### config.mk
export PLATFORM = sky130hd
export DESIGN_NAME = cpu_check_display_and_decode
export DESIGN_NICKNAME = d
export VERILOG_FILES = /design/src/hdl/cpu_check_pkg.sv /design/src/hdl/lamp_sel_if.sv /design/src/hdl/lamp_mux.sv /design/src/hdl/cpu_check_display_and_decode.sv
export VERILOG_INCLUDE_DIRS = /design/src /design/src/hdl
export SDC_FILE = /design/constraint.sdc
export NUM_CORES = 1
export LEC_CHECK = 0
export ABC_AREA = 1
export BUFFER_PORTS_ARGS = -buffer_cell sky130_fd_sc_hd__buf_2
export CAP_MARGIN = 40
export CELL_PAD_IN_SITES_DETAIL_PLACEMENT = 1
export CELL_PAD_IN_SITES_GLOBAL_PLACEMENT = 2
export CORE_ASPECT_RATIO = 1.25
export CORE_MARGIN = 4
export CORE_UTILIZATION = 25
export DETAILED_ROUTE_END_ITERATION = 8
export GPL_ROUTABILITY_DRIVEN = 0
export PLACE_DENSITY_LB_ADDON = 0.1
export REMOVE_ABC_BUFFERS = 1
export SLEW_MARGIN = 15
export SYNTH_ARGS = -nofsm -noshare
export SYNTH_HDL_FRONTEND = slang
export SYNTH_SLANG_ARGS = --single-unit
### constraint.sdc
create_clock -name i_clk -period 7.6 [get_ports i_clk]
set_clock_uncertainty 0.05 [all_clocks]
set_input_delay 1.52 -clock i_clk [delete_from_list [all_inputs] [get_ports i_clk]]
set_output_delay 1.52 -clock i_clk [all_outputs]
set_load 0.02 [all_outputs]
### src/hdl/cpu_check_regs.svh
// Named constants for the processor check, display and decode block.
// Assumes inclusion by bare name from the design files only.
`ifndef CPU_CHECK_REGS_SVH
`define CPU_CHECK_REGS_SVH

// ****************************************************************
// Selector switch positions
// ****************************************************************
`define SEL_POS_SAR 3'h1
`define SEL_POS_LSR 3'h2
`define SEL_POS_OPQ 3'h3
`define SEL_POS_B 3'h4
`define SEL_POS_A 3'h5
`define SEL_POS_CS 3'h7

// ****************************************************************
// Operation code fields
// ****************************************************************
`define OP_HI_COMMAND 4'hF
`define OP_PAIR_BOTH 2'h3
`define NIB_TEST_ON 4'h8
`define NIB_TEST_OFF 4'h9
`define NIB_SET_ON 4'hA
`define NIB_SET_OFF 4'hB
`define NIB_EDIT 4'hA
`define NIB_INSERT_TEST 4'hB

// ****************************************************************
// Index register choice and reset values
// ****************************************************************
`define IDX_NONE 2'h0
`define IDX_ONE 2'h1
`define IDX_TWO 2'h2
`define LAMP_RESET 16'h0000
`define BYTE_RESET 8'h00
`define SEL_RESET 3'h0

`endif

### src/hdl/cpu_check_pkg.sv
// Types shared by the processor check, display and decode files.
// Assumes nothing of its surroundings.
package cpu_check_pkg;

  typedef enum logic {
    HALT_RUN,
    HALT_STOPPED
  } halt_state_t;

  typedef enum logic [1:0] {
    FMT_TWO_ADDR,
    FMT_ONE_ADDR,
    FMT_BRANCH,
    FMT_COMMAND
  } op_format_t;

endpackage

### src/hdl/lamp_sel_if.sv
// Carrier between the check block and its lamp multiplexer.
// Assumes both ends run on the same processor clock.
interface lamp_sel_if #(parameter int ADDR_W = 16, parameter int DATA_W = 8);
  logic [2:0] sel;
  logic alu_check;
  logic [ADDR_W-1:0] storage_address_reg;
  logic [ADDR_W-1:0] local_store_regs;
  logic [ADDR_W-1:0] opq;
  logic [ADDR_W-1:0] alu_ctl;
  logic [DATA_W-1:0] b_op;
  logic [DATA_W-1:0] a_op;
  logic [DATA_W-1:0] alu_out;
  logic [DATA_W-1:0] cs_pri;
  logic [ADDR_W-1:0] lamps;

  modport source (
    output sel, alu_check, storage_address_reg, local_store_regs, opq, alu_ctl, b_op, a_op, alu_out, cs_pri,
    input lamps
  );
  modport mux (
    input sel, alu_check, storage_address_reg, local_store_regs, opq, alu_ctl, b_op, a_op, alu_out, cs_pri,
    output lamps
  );
endinterface

### src/hdl/lamp_mux.sv
// Console lamp multiplexer with registered lamp drive.
// Assumes a selector value already settled in the processor clock domain.
`include "cpu_check_regs.svh"

module lamp_mux #(
  parameter int ADDR_W = 16,
  parameter int DATA_W = 8
) (
  // Clock and reset
  input wire logic i_clk,
  input wire logic i_rst_b,
  // Sources and selector
  lamp_sel_if.mux bus
);

  if (ADDR_W <= DATA_W) begin : g_bad_width
    $error("lamp_mux needs ADDR_W wider than DATA_W");
  end

  logic [ADDR_W-1:0] lamp_reg;
  logic [ADDR_W-1:0] lamp_next;

  // ****************************************************************
  // Position decode
  // ****************************************************************
  always_comb begin
    case (bus.sel)
      `SEL_POS_SAR: lamp_next = bus.storage_address_reg;
      `SEL_POS_LSR: lamp_next = bus.local_store_regs;
      `SEL_POS_OPQ: lamp_next = bus.opq;
      `SEL_POS_B: begin
        if (bus.alu_check) begin
          lamp_next = bus.alu_ctl;
        end else begin
          lamp_next = {{(ADDR_W-DATA_W){1'b0}}, bus.b_op};
        end
      end
      `SEL_POS_A: begin
        if (bus.alu_check) begin
          lamp_next = {{(ADDR_W-DATA_W){1'b0}}, bus.alu_out};
        end else begin
          lamp_next = {{(ADDR_W-DATA_W){1'b0}}, bus.a_op};
        end
      end
      `SEL_POS_CS: lamp_next = {{(ADDR_W-DATA_W){1'b0}}, bus.cs_pri};
      default: lamp_next = ADDR_W'(`LAMP_RESET);
    endcase
  end

  always_ff @(posedge i_clk) begin
    if (!i_rst_b) begin
      lamp_reg <= ADDR_W'(`LAMP_RESET);
    end else begin
      lamp_reg <= lamp_next;
    end
  end

  assign bus.lamps = lamp_reg;
endmodule

### src/hdl/cpu_check_display_and_decode.sv
// Processor parity stop, console lamp display and instruction group decode.
// Assumes operand inputs come from logic on i_clk; console switches are asynchronous.
`include "cpu_check_regs.svh"

module cpu_check_display_and_decode #(
  parameter int ADDR_W = 16,
  parameter int DATA_W = 8
) (
  // Clock and reset
  input wire logic i_clk,
  input wire logic i_rst_b,
  // Operand registers, odd parity per byte
  input wire logic [DATA_W-1:0] i_a_operand,
  input wire logic i_a_parity,
  input wire logic [DATA_W-1:0] i_b_operand,
  input wire logic i_b_parity,
  input wire logic [ADDR_W-1:0] i_storage_address,
  input wire logic [1:0] i_sar_parity,
  // Further display sources
  input wire logic [ADDR_W-1:0] i_local_store,
  input wire logic [ADDR_W-1:0] i_alu_controls,
  input wire logic [DATA_W-1:0] i_alu_output,
  input wire logic [DATA_W-1:0] i_cs_priority,
  // Instruction bytes
  input wire logic i_op_load,
  input wire logic [7:0] i_op_byte,
  input wire logic i_q_load,
  input wire logic [7:0] i_q_byte,
  // Masked test
  input wire logic i_test_strobe,
  input wire logic [7:0] i_storage_byte,
  input wire logic i_test_false_clr,
  // Operand address forming
  input wire logic i_addr_strobe,
  input wire logic i_addr_for_a,
  input wire logic [7:0] i_displacement,
  input wire logic [ADDR_W-1:0] i_direct_address,
  input wire logic [ADDR_W-1:0] i_index_reg_one,
  input wire logic [ADDR_W-1:0] i_index_reg_two,
  // Console switches
  input wire logic [2:0] i_selector,
  input wire logic i_alu_check,
  // Check outputs
  output logic o_halt,
  output logic [2:0] o_parity_source,
  // Lamps
  output logic [ADDR_W-1:0] o_lamp_data,
  // Decode outputs
  output logic [7:0] o_operation_code,
  output logic [7:0] o_qualifier,
  output logic o_set_or_test_off,
  output logic o_test_on_or_off,
  output logic o_edit_instr,
  output logic o_insert_test_chars,
  output logic o_test_false,
  // Address outputs
  output logic [1:0] o_index_select,
  output logic [ADDR_W-1:0] o_operand_address,
  output logic o_address_valid
);

  if (ADDR_W != 2 * DATA_W || DATA_W != 8) begin : g_bad_width
    $error("cpu_check_display_and_decode needs DATA_W 8 and ADDR_W twice DATA_W");
  end

  // ****************************************************************
  // Parity stop
  // ****************************************************************
  cpu_check_pkg::halt_state_t halt_reg, halt_next;
  logic [2:0] src_reg, src_next;
  logic [2:0] parity_err;
  always_comb begin
    parity_err[0] = ~^{i_a_operand, i_a_parity};
    parity_err[1] = ~^{i_b_operand, i_b_parity};
    parity_err[2] = ~^{i_storage_address[ADDR_W-1:DATA_W], i_sar_parity[1]} |
                    ~^{i_storage_address[DATA_W-1:0], i_sar_parity[0]};
    src_next = src_reg | parity_err;
    case (halt_reg)
      cpu_check_pkg::HALT_RUN: halt_next = (|parity_err) ? cpu_check_pkg::HALT_STOPPED : halt_reg;
      cpu_check_pkg::HALT_STOPPED: halt_next = cpu_check_pkg::HALT_STOPPED;
      default: halt_next = cpu_check_pkg::HALT_STOPPED;
    endcase
  end
  always_ff @(posedge i_clk) begin
    if (!i_rst_b) begin
      halt_reg <= cpu_check_pkg::HALT_RUN;
      src_reg <= 3'h0;
    end else begin
      halt_reg <= halt_next;
      src_reg <= src_next;
    end
  end

  assign o_halt = (halt_reg == cpu_check_pkg::HALT_STOPPED);
  assign o_parity_source = src_reg;

  // ****************************************************************
  // Console switch synchronisers
  // ****************************************************************
  logic [3:0] sync1_reg, sync2_reg, sync3_reg;
  logic [3:0] console_reg, console_next;
  always_comb begin
    console_next = (sync2_reg == sync3_reg) ? sync3_reg : console_reg;
  end
  always_ff @(posedge i_clk) begin
    if (!i_rst_b) begin
      sync1_reg <= 4'h0;
      sync2_reg <= 4'h0;
      sync3_reg <= 4'h0;
      console_reg <= 4'h0;
    end else begin
      sync1_reg <= {i_alu_check, i_selector};
      sync2_reg <= sync1_reg;
      sync3_reg <= sync2_reg;
      console_reg <= console_next;
    end
  end

  // ****************************************************************
  // Operation and qualifier registers with group decode
  // ****************************************************************
  logic [7:0] op_reg, op_next;
  logic [7:0] q_reg, q_next;
  logic [3:0] lines_reg, lines_next;
  logic tbf_reg, tbf_next;
  logic tbn_reg, tbn_next;
  cpu_check_pkg::op_format_t fmt_reg, fmt_next;
  always_comb begin
    op_next = i_op_load ? i_op_byte : op_reg;
    q_next = i_q_load ? i_q_byte : q_reg;
    if (op_next[7:4] == `OP_HI_COMMAND) begin
      fmt_next = cpu_check_pkg::FMT_COMMAND;
    end else if (op_next[5:4] == `OP_PAIR_BOTH) begin
      fmt_next = cpu_check_pkg::FMT_ONE_ADDR;
    end else if (op_next[7:6] == `OP_PAIR_BOTH) begin
      fmt_next = cpu_check_pkg::FMT_BRANCH;
    end else begin
      fmt_next = cpu_check_pkg::FMT_TWO_ADDR;
    end
    tbf_next = (fmt_next == cpu_check_pkg::FMT_ONE_ADDR) && (op_next[3:0] == `NIB_TEST_OFF);
    tbn_next = (fmt_next == cpu_check_pkg::FMT_ONE_ADDR) && (op_next[3:0] == `NIB_TEST_ON);
    lines_next[0] = tbf_next || ((fmt_next == cpu_check_pkg::FMT_ONE_ADDR) &&
                    (op_next[3:0] == `NIB_SET_OFF));
    lines_next[1] = tbf_next || tbn_next;
    lines_next[2] = (fmt_next == cpu_check_pkg::FMT_TWO_ADDR) && (op_next[3:0] == `NIB_EDIT);
    lines_next[3] = (fmt_next == cpu_check_pkg::FMT_TWO_ADDR) && (op_next[3:0] == `NIB_INSERT_TEST);
  end
  always_ff @(posedge i_clk) begin
    if (!i_rst_b) begin
      op_reg <= `BYTE_RESET;
      q_reg <= `BYTE_RESET;
      lines_reg <= 4'h0;
      tbf_reg <= 1'b0;
      tbn_reg <= 1'b0;
      fmt_reg <= cpu_check_pkg::FMT_TWO_ADDR;
    end else begin
      op_reg <= op_next;
      q_reg <= q_next;
      lines_reg <= lines_next;
      tbf_reg <= tbf_next;
      tbn_reg <= tbn_next;
      fmt_reg <= fmt_next;
    end
  end

  assign o_operation_code = op_reg;
  assign o_qualifier = q_reg;
  assign o_set_or_test_off = lines_reg[0];
  assign o_test_on_or_off = lines_reg[1];
  assign o_edit_instr = lines_reg[2];
  assign o_insert_test_chars = lines_reg[3];

  // ****************************************************************
  // Test false latch
  // ****************************************************************
  logic tf_reg, tf_next, tf_hit;
  always_comb begin
    tf_hit = i_test_strobe && ((tbf_reg && |(i_storage_byte & q_reg)) ||
             (tbn_reg && |(~i_storage_byte & q_reg)));
    // Set wins over a clear in the same cycle
    tf_next = tf_hit || (tf_reg && !i_test_false_clr);
  end
  always_ff @(posedge i_clk) begin
    if (!i_rst_b) begin
      tf_reg <= 1'b0;
    end else begin
      tf_reg <= tf_next;
    end
  end

  assign o_test_false = tf_reg;

  // ****************************************************************
  // Index selection and operand address
  // ****************************************************************
  logic [1:0] idx_sel, idx_reg;
  logic [ADDR_W-1:0] addr_reg, addr_next;
  logic valid_reg;
  always_comb begin
    case (fmt_reg)
      cpu_check_pkg::FMT_TWO_ADDR: idx_sel = i_addr_for_a ? op_reg[5:4] : op_reg[7:6];
      cpu_check_pkg::FMT_ONE_ADDR: idx_sel = i_addr_for_a ? `IDX_NONE : op_reg[7:6];
      cpu_check_pkg::FMT_BRANCH: idx_sel = i_addr_for_a ? `IDX_NONE : op_reg[5:4];
      default: idx_sel = `IDX_NONE;
    endcase
    case (idx_sel)
      `IDX_ONE: addr_next = ADDR_W'(i_index_reg_one + {{(ADDR_W-8){1'b0}}, i_displacement});
      `IDX_TWO: addr_next = ADDR_W'(i_index_reg_two + {{(ADDR_W-8){1'b0}}, i_displacement});
      default: addr_next = i_direct_address;
    endcase
  end
  always_ff @(posedge i_clk) begin
    if (!i_rst_b) begin
      idx_reg <= `IDX_NONE;
      addr_reg <= `LAMP_RESET;
      valid_reg <= 1'b0;
    end else begin
      valid_reg <= i_addr_strobe;
      if (i_addr_strobe) begin
        idx_reg <= idx_sel;
        addr_reg <= addr_next;
      end
    end
  end

  assign o_index_select = idx_reg;
  assign o_operand_address = addr_reg;
  assign o_address_valid = valid_reg;

  // ****************************************************************
  // Lamp display
  // ****************************************************************
  lamp_sel_if #(.ADDR_W(ADDR_W), .DATA_W(DATA_W)) lamp_bus ();
  assign lamp_bus.sel = console_reg[2:0];
  assign lamp_bus.alu_check = console_reg[3];
  assign lamp_bus.storage_address_reg = i_storage_address;
  assign lamp_bus.local_store_regs = i_local_store;
  assign lamp_bus.opq = {op_reg, q_reg};
  assign lamp_bus.alu_ctl = i_alu_controls;
  assign lamp_bus.b_op = i_b_operand;
  assign lamp_bus.a_op = i_a_operand;
  assign lamp_bus.alu_out = i_alu_output;
  assign lamp_bus.cs_pri = i_cs_priority;

  lamp_mux #(.ADDR_W(ADDR_W), .DATA_W(DATA_W)) u_lamp_mux (
    .i_clk(i_clk),
    .i_rst_b(i_rst_b),
    .bus(lamp_bus.mux)
  );
  assign o_lamp_data = lamp_bus.lamps;
endmodule

==> results.cfg, run 1 <==
[finish]
area_growth_pct = 35.35
finalNetCount = 1136
drive_above_1_share_pct = 30.99
fillerInstances = 2535
final_util_pct = 34.33
layout_common_cells = sky130_fd_sc_hd__buf_2 (235), sky130_fd_sc_hd__nand2_1 (188), sky130_fd_sc_hd__inv_1 (83)
layout_commonest_cell = sky130_fd_sc_hd__buf_2

[timing]
finalWorstPathRequiredPeriod_ns = 4.014
fin_tns_setup_ns = 0
timing_max_transition_violations_final = 0
achievable-frequency_mhz = 249.2
worst_pin_slew_ns = 0.8095
report.final.hold_viol_count = 0
timing.max_slew.rel_slack_pct = 45.86
unrepaired_setup_endpoints_after_global_routing = false
setup-violations-final = 0
min_period_over_period_pct = 52.81

[synth]
yosys_warnings = 0
mappedNetlistArea_sq_mm = 0.004902
compound_gate_fraction_of_synth_area_pct = 16.41
postSynthCellCount = 727
synth-seq-cells = 80
synth-async-reset-ratio_pct = 0
synthXorXnorAreaFrac_pct = 5.360
netlist-cell-type-count = 47
synth_seq_area_share_pct = 32.67
postSynthAreaPerCell_sq_um = 6.743
yosys_most_used_dff = sky130_fd_sc_hd__dfxtp_1
dominant_combinational_cell_family_by_area_after_synthesis = simple AND/OR/NAND/NOR gates
synthesized_area_fraction_occupied_by_and_or_nand_nor_cells_pct = 30.07
mux_share_of_post_synthesis_cell_area_pct = 2.603
synth_fa_ha_area_share_pct = 2.705
synth_edf_count = 0

[hold_path]
worst_hold_path_type = flop to flop

[detailed_routing]
detailroute.wirelength.met3_microns = 992
detail_route.wl_per_cell_microns = 15.77
drt_drc_violations_left = 0
via_count_normalized_by_instance_count = 4.419
drt-met1-wl_microns = 8189
routed_wirelength_microns = 19250
highest_metal_layer_with_signal_wires = met4
first_iter_violations = 173
detailroute.via_count = 5395
first_pass_iters = 5
met2_length_microns = 9775
route.antenna.remaining_nets = 0

[clock_tree]
clkLatencyLatePin_ns = 0.34
htreeDepth = 3
cts_made_buffers = 9
numClockSinks = 80
clock_edge_transition_at_the_registers_on_the_reported_setup_and_hold_paths_ns = 0.07
cts_resized = 0
tritoncts = done
cts_hold_buf = 0
cts_setup_buffers = 0
cts_root_buffer = sky130_fd_sc_hd__clkbuf_16
clock_path_buffers = 2

[die]
initial_utilization_pct = 25.36
die-area_sq_mm = 0.02193
die_h_microns = 164.6
num_rows = 57
ios = 236
coreArea_sq_mm = 0.01933
dieWidth_microns = 133.2

[critical_path]
worst_ep_required_time_ns = 7.80
critical_path.max_fanout = 15
setup.worst_path.start_class = input pin
setup_slack_of_the_most_critical_reg_to_reg_path_ns = 4.50
end_kind = flop
timing.setup.critical_path_class = input pin to flop
cp_data_arrival_time_ns = 4.22

[job]
max_cap_viol_count = 0

[run_status]
run_status = finished clean

[grt]
grt_pass1_wl_microns = 29390
number_of_global_route_vias_before_repair = 5587
globalRoute.totalOverflow = 0
grtUsageTotal_pct = 17.05
initial_antenna_violation_count = 1
grt_start_max_net_pins = 36

[placement]
buffer_ports.inserted = 235
place_hpwl_microns = 15650

[power]
ir_worst_vdd_v = 0.00009542
fin_total_pwr_mw = 1.302
power-per-cell-area_mw_per_mm2 = 196.3
total_leakage_power_nw = 3.395
## per-layer routing
| layer | vias up | GRT usage (%) |
|---|---|---|
| met1 | 2429 | 19.87 |
| li1 | 2786 | - |
| met5 | - | 0 |
| met2 | 165 | 31.98 |
| met3 | 15 | 3.077 |
| met4 | 0 | 4.677 |
## layout make-up
type	count	area (sq um)	area share, %
timing repair buffer	239	1234	18.59
inverter	91	344.1	5.186
sequential	80	1602	24.14
tap	265	331.6	4.997
clock buffer	9	225.2	3.394
antenna	1	2.502	0.03771
clock inverter	7	95.09	1.433
multi-input combinational	529	2801	42.22
## cells in the mapped netlist, types with 2 or more instances
library cell / number / area (sq um)
sky130_fd_sc_hd__nor3_4: 2 / 32.53
sky130_fd_sc_hd__nand3_2: 2 / 20.02
sky130_fd_sc_hd__o21ai_2: 2 / 17.52
sky130_fd_sc_hd__a221oi_1: 6 / 52.55
sky130_fd_sc_hd__buf_6: 5 / 56.30
sky130_fd_sc_hd__buf_2: 3 / 15.01
sky130_fd_sc_hd__a22o_1: 2 / 17.52
sky130_fd_sc_hd__nand2_4: 2 / 22.52
sky130_fd_sc_hd__inv_1: 83 / 311.6
sky130_fd_sc_hd__nand2_1: 188 / 705.7
sky130_fd_sc_hd__xor2_1: 15 / 131.4
sky130_fd_sc_hd__a21o_1: 2 / 15.01
sky130_fd_sc_hd__a21oi_2: 2 / 17.52
sky130_fd_sc_hd__clkbuf_1: 13 / 48.80
sky130_fd_sc_hd__inv_2: 6 / 22.52
sky130_fd_sc_hd__a21oi_1: 58 / 290.3
sky130_fd_sc_hd__o22ai_1: 13 / 81.33
sky130_fd_sc_hd__or2_2: 3 / 18.77
sky130_fd_sc_hd__mux2_2: 6 / 67.56
sky130_fd_sc_hd__o21ai_1: 4 / 20.02
sky130_fd_sc_hd__nor2_1: 79 / 296.5
sky130_fd_sc_hd__a221oi_2: 2 / 30.03
sky130_fd_sc_hd__mux2i_1: 6 / 60.06
sky130_fd_sc_hd__xnor2_1: 15 / 131.4
sky130_fd_sc_hd__ha_1: 9 / 112.6
sky130_fd_sc_hd__a31oi_1: 6 / 37.54
sky130_fd_sc_hd__o21ai_0: 37 / 185.2
sky130_fd_sc_hd__nand2_2: 6 / 37.54
sky130_fd_sc_hd__nand3_1: 35 / 175.2
sky130_fd_sc_hd__nand4_1: 6 / 37.54
sky130_fd_sc_hd__nor2_2: 4 / 25.02
sky130_fd_sc_hd__nand3b_1: 7 / 52.55
sky130_fd_sc_hd__or2_1: 2 / 12.51
sky130_fd_sc_hd__buf_1: 2 / 7.510
sky130_fd_sc_hd__buf_4: 3 / 22.52
sky130_fd_sc_hd__dfxtp_1: 80 / 1602
## power by group
group	switching (mW)	internal, mW
Sequential	0.0197	0.449
Combinational	0.219	0.139
Clock	0.209	0.266
Total	0.448	0.854
## logic make-up after synthesis
| family | after synthesis |
|---|---|
| muxes | 12 |
| DFF | 80 |
| xor gates and xnor gates | 30 |
| AOI/OAI and AO/OA | 138 |
| buffers and inverters | 118 |
| adders and majority gates | 10 |
| and+or+nand+nor | 339 |
## stage by stage
step	cell area, sq um	hold slack (ns)	setup WS (ns)	cells
2_1_floorplan	4747	0.3400	3.312	700
3_3_place_gp	6270	0.3511	2.629	1202
4_1_cts	6633	0.3733	3.554	1220
6_report	6635	0.3686	3.586	1221
3_5_place_dp	6312	0.3552	3.194	1204
5_1_grt	6635	0.3896	3.247	1221
## path summary, 6_finish.rpt
path	start	to	depth (start not counted)
setup reg to reg	fmt_reg[1]$_SDFF_PN0_	o_operand_address[8]$_SDFFE_PN0P_	20
hold reg to reg	sync1_reg[1]$_SDFF_PN0_	sync2_reg[1]$_SDFF_PN0_	2
hold / removal	sync1_reg[1]$_SDFF_PN0_	sync2_reg[1]$_SDFF_PN0_	2
setup / recovery	i_addr_for_a	o_operand_address[8]$_SDFFE_PN0P_	21
## worst max-delay path, cell delays in order
cell and delay [ns]:
sky130_fd_sc_hd__buf_2 0.09, sky130_fd_sc_hd__nor2_1 0.04, sky130_fd_sc_hd__inv_1 0.08, sky130_fd_sc_hd__nand2_1 0.06, sky130_fd_sc_hd__nor2_1 0.08, sky130_fd_sc_hd__inv_1 0.06, sky130_fd_sc_hd__o22ai_1 0.15, sky130_fd_sc_hd__ha_1 0.34
sky130_fd_sc_hd__inv_2 0.18, sky130_fd_sc_hd__nand2_1 0.09, sky130_fd_sc_hd__nand2_1 0.05, sky130_fd_sc_hd__ha_1 0.20, sky130_fd_sc_hd__fa_1 0.41, sky130_fd_sc_hd__nand2_1 0.08, sky130_fd_sc_hd__nand2_1 0.09, sky130_fd_sc_hd__nand2_1 0.11
sky130_fd_sc_hd__o21ai_1 0.13, sky130_fd_sc_hd__or2_1 0.23, sky130_fd_sc_hd__nand3_1 0.06, sky130_fd_sc_hd__nand2_1 0.05, sky130_fd_sc_hd__a21oi_1 0.11
(Power assumes the default switching activity.)
==> run 2, diff against run 1 <==
- CORE_UTILIZATION: 25 -> 21
- clock period: 7.6 -> 3.5 ns (I/O delays scaled with it)
==> run 2 against run 1 <==
Compared with the run above: sequential cell count stayed put; count of clock-buffer cells in the layout did not move; register-to-register slack got worse by 4.0 ns; utilization is 5.3 points lower; power grew 110%; hold slack lost 0.0016 ns; combinational power grew 120%; first-iteration DRC count is 0.58% lower; die area grew 18%; clock power rose by 95%; setup slack got worse by 3.1 ns; highest routed layer is now met5.
==> results.cfg, run 2 (synthesis results as in run 1) <==
[placement]
place_hpwl_microns = 16910
buffer_ports.inserted = 235
dpl-instance-area_sq_mm = 0.006386

[grt]
initial_antenna_violation_count = 2
globalRoute.totalOverflow = 0
top_usage_layer = met2
number_of_global_route_vias_before_repair = 5695
grt_pass1_wl_microns = 31030
grt_start_max_net_pins = 35
use_met3_pct = 2.855
grt.met1_usage_pct = 18.55
grtUsageTotal_pct = 15.74
groute.layer.met2.usage_pct = 28.54

[finish]
drive_above_1_share_pct = 31.50
stdcell_area_sq_mm = 0.006666
layout_common_cells = sky130_fd_sc_hd__buf_2 (235), sky130_fd_sc_hd__nand2_1 (188), sky130_fd_sc_hd__inv_1 (83)
layout_commonest_cell = sky130_fd_sc_hd__buf_2
antenna_cells = 0
area_growth_pct = 35.99
finalNetCount = 1143

[critical_path]
critPathLaunch = i_addr_for_a
cp_data_arrival_time_ns = 3.28
worst_ep_required_time_ns = 3.73
critical_path.max_stage_delay_ns = 0.42
critical_path.max_fanout = 8
end_kind = flop
setup.worst_path.start_class = input pin
critical_path.cell_chain = buf_2 -> nor2_1 -> inv_1 -> nand2_1 -> nor2_1 -> inv_1 -> o22ai_1 -> ha_1 -> inv_2 -> nand2_1 -> nand2_1 -> ha_1 -> fa_1 -> nand2_1 -> nand2_1 -> nand2_1 -> o21ai_1 -> or2_1 -> nand3_1 -> nand2_1 -> a21oi_1
cp_slowest_cell = sky130_fd_sc_hd__fa_1
crit-reg2reg-launch = fmt_reg[1]$_SDFF_PN0_
cp_top_family = simple AND/OR/NAND/NOR gates
timing.setup.critical_path_class = input pin to flop
critical-path-top-cell-by-count = sky130_fd_sc_hd__nand2_1
cp_num_buf_inv = 4

[die]
dieWidth_microns = 144.7
die-area_sq_mm = 0.02587
ios = 236
die_h_microns = 178.8
num_rows = 62
coreArea_sq_mm = 0.02296
initial_utilization_pct = 21.35

[job]
max_cap_viol_count = 0

[detailed_routing]
routed_wirelength_microns = 20600
drt_drc_violations_left = 0
first_pass_iters = 5
via_count_normalized_by_instance_count = 4.400
first_iter_violations = 172
detailroute.via_count = 5500
route.antenna.remaining_nets = 0
detail_route.wl_per_cell_microns = 16.48

[clock_tree]
tritoncts = done
clock_edge_transition_at_the_registers_on_the_reported_setup_and_hold_paths_ns = 0.07
cts_made_buffers = 9
htreeDepth = 3
numClockSinks = 80
cts_root_buffer = sky130_fd_sc_hd__clkbuf_16
cts_hold_buf = 0
clkLatencyLatePin_ns = 0.35
cts_setup_buffers = 0
cts_resized = 0
clock_path_buffers = 2

[timing]
timing_max_transition_violations_final = 0
min_period_over_period_pct = 87.19
achievable-frequency_mhz = 327.7
finalWorstPathRequiredPeriod_ns = 3.052
fin_tns_setup_ns = 0
setup-violations-final = 0
timing.max_slew.rel_slack_pct = 42.04
worst_pin_slew_ns = 0.8666
worst_hold_slack_after_final_layout_ns = 0.3670
unrepaired_setup_endpoints_after_global_routing = false
report.final.hold_viol_count = 0

[power]
power-per-cell-area_mw_per_mm2 = 410.3
total_leakage_power_nw = 3.407
ir_worst_vdd_v = 0.0001734

[hold_path]
worst_hold_path_type = flop to flop
hold_path_startpoint = sync1_reg[2]$_SDFF_PN0_

[run_status]
run_status = finished clean
==> run 2: cell types whose count changed in the layout (fill, tap and decap cells not counted), moves of 2 or more <==
cell / delta
sky130_fd_sc_hd__clkinv_4: +2
sky130_fd_sc_hd__clkinv_2: +2
sky130_fd_sc_hd__buf_4: +8
sky130_fd_sc_hd__inv_6: -2
==> run 2: final timing paths <==
check / end / cells past startpoint / slack (ns)
max: o_operand_address[8]$_SDFFE_PN0P_ / 21 / 0.45
min: sync2_reg[2]$_SDFF_PN0_ / 2 / 0.37
max reg2reg: o_operand_address[8]$_SDFFE_PN0P_ / 20 / 0.54
min reg2reg: sync2_reg[2]$_SDFF_PN0_ / 2 / 0.37
==> run 2: per-stage QoR <==
step / util, % / std cells / power [mW] / setup WS [ns]
2_1_floorplan: - / 700 / 1.498 / 0.03231
3_3_place_gp: 27.69 / 1233 / 1.844 / 0.1517
3_5_place_dp: 27.81 / 1234 / 1.849 / 0.06569
4_1_cts: 29.03 / 1250 / 2.809 / 0.4406
5_1_grt: 29.03 / 1250 / 2.929 / 0.1482
6_report: 29.03 / 1250 / 2.735 / 0.4484
==> run 2: routing by layer <==
layer / routed length [microns] / part of all wire, %
met2: 10270 / 50
met4: 452 / 2.2
met5: 27 / 0.13
met3: 1161 / 5.6
met1: 8693 / 42
==> run 2: area by class of cell <==
| cell class | count | area, sq um |
|---|---|---|
| timing repair buffer | 246 | 1279 |
| clock inverter | 7 | 55.05 |
| clock buffer | 9 | 225.2 |
| fill | 2957 | 16300 |
| sequential | 80 | 1602 |
| inverter | 91 | 344.1 |
| multi-input combinational | 529 | 2801 |
| tap | 288 | 360.3 |
==> run 2: report_power, final <==
part,internal [mW],total [mW],switching [mW]
Clock,0.489,0.928,0.439
Sequential,0.976,1.02,0.0448
Combinational,0.303,0.786,0.483
==> run 2: tightest hold or removal path: cells and delay by family (launching register included) <==
kind,cells,cell delay [ns]
and+or+nand+nor,1,0.05
DFF,1,0.31
buffers and inverters,1,0.04
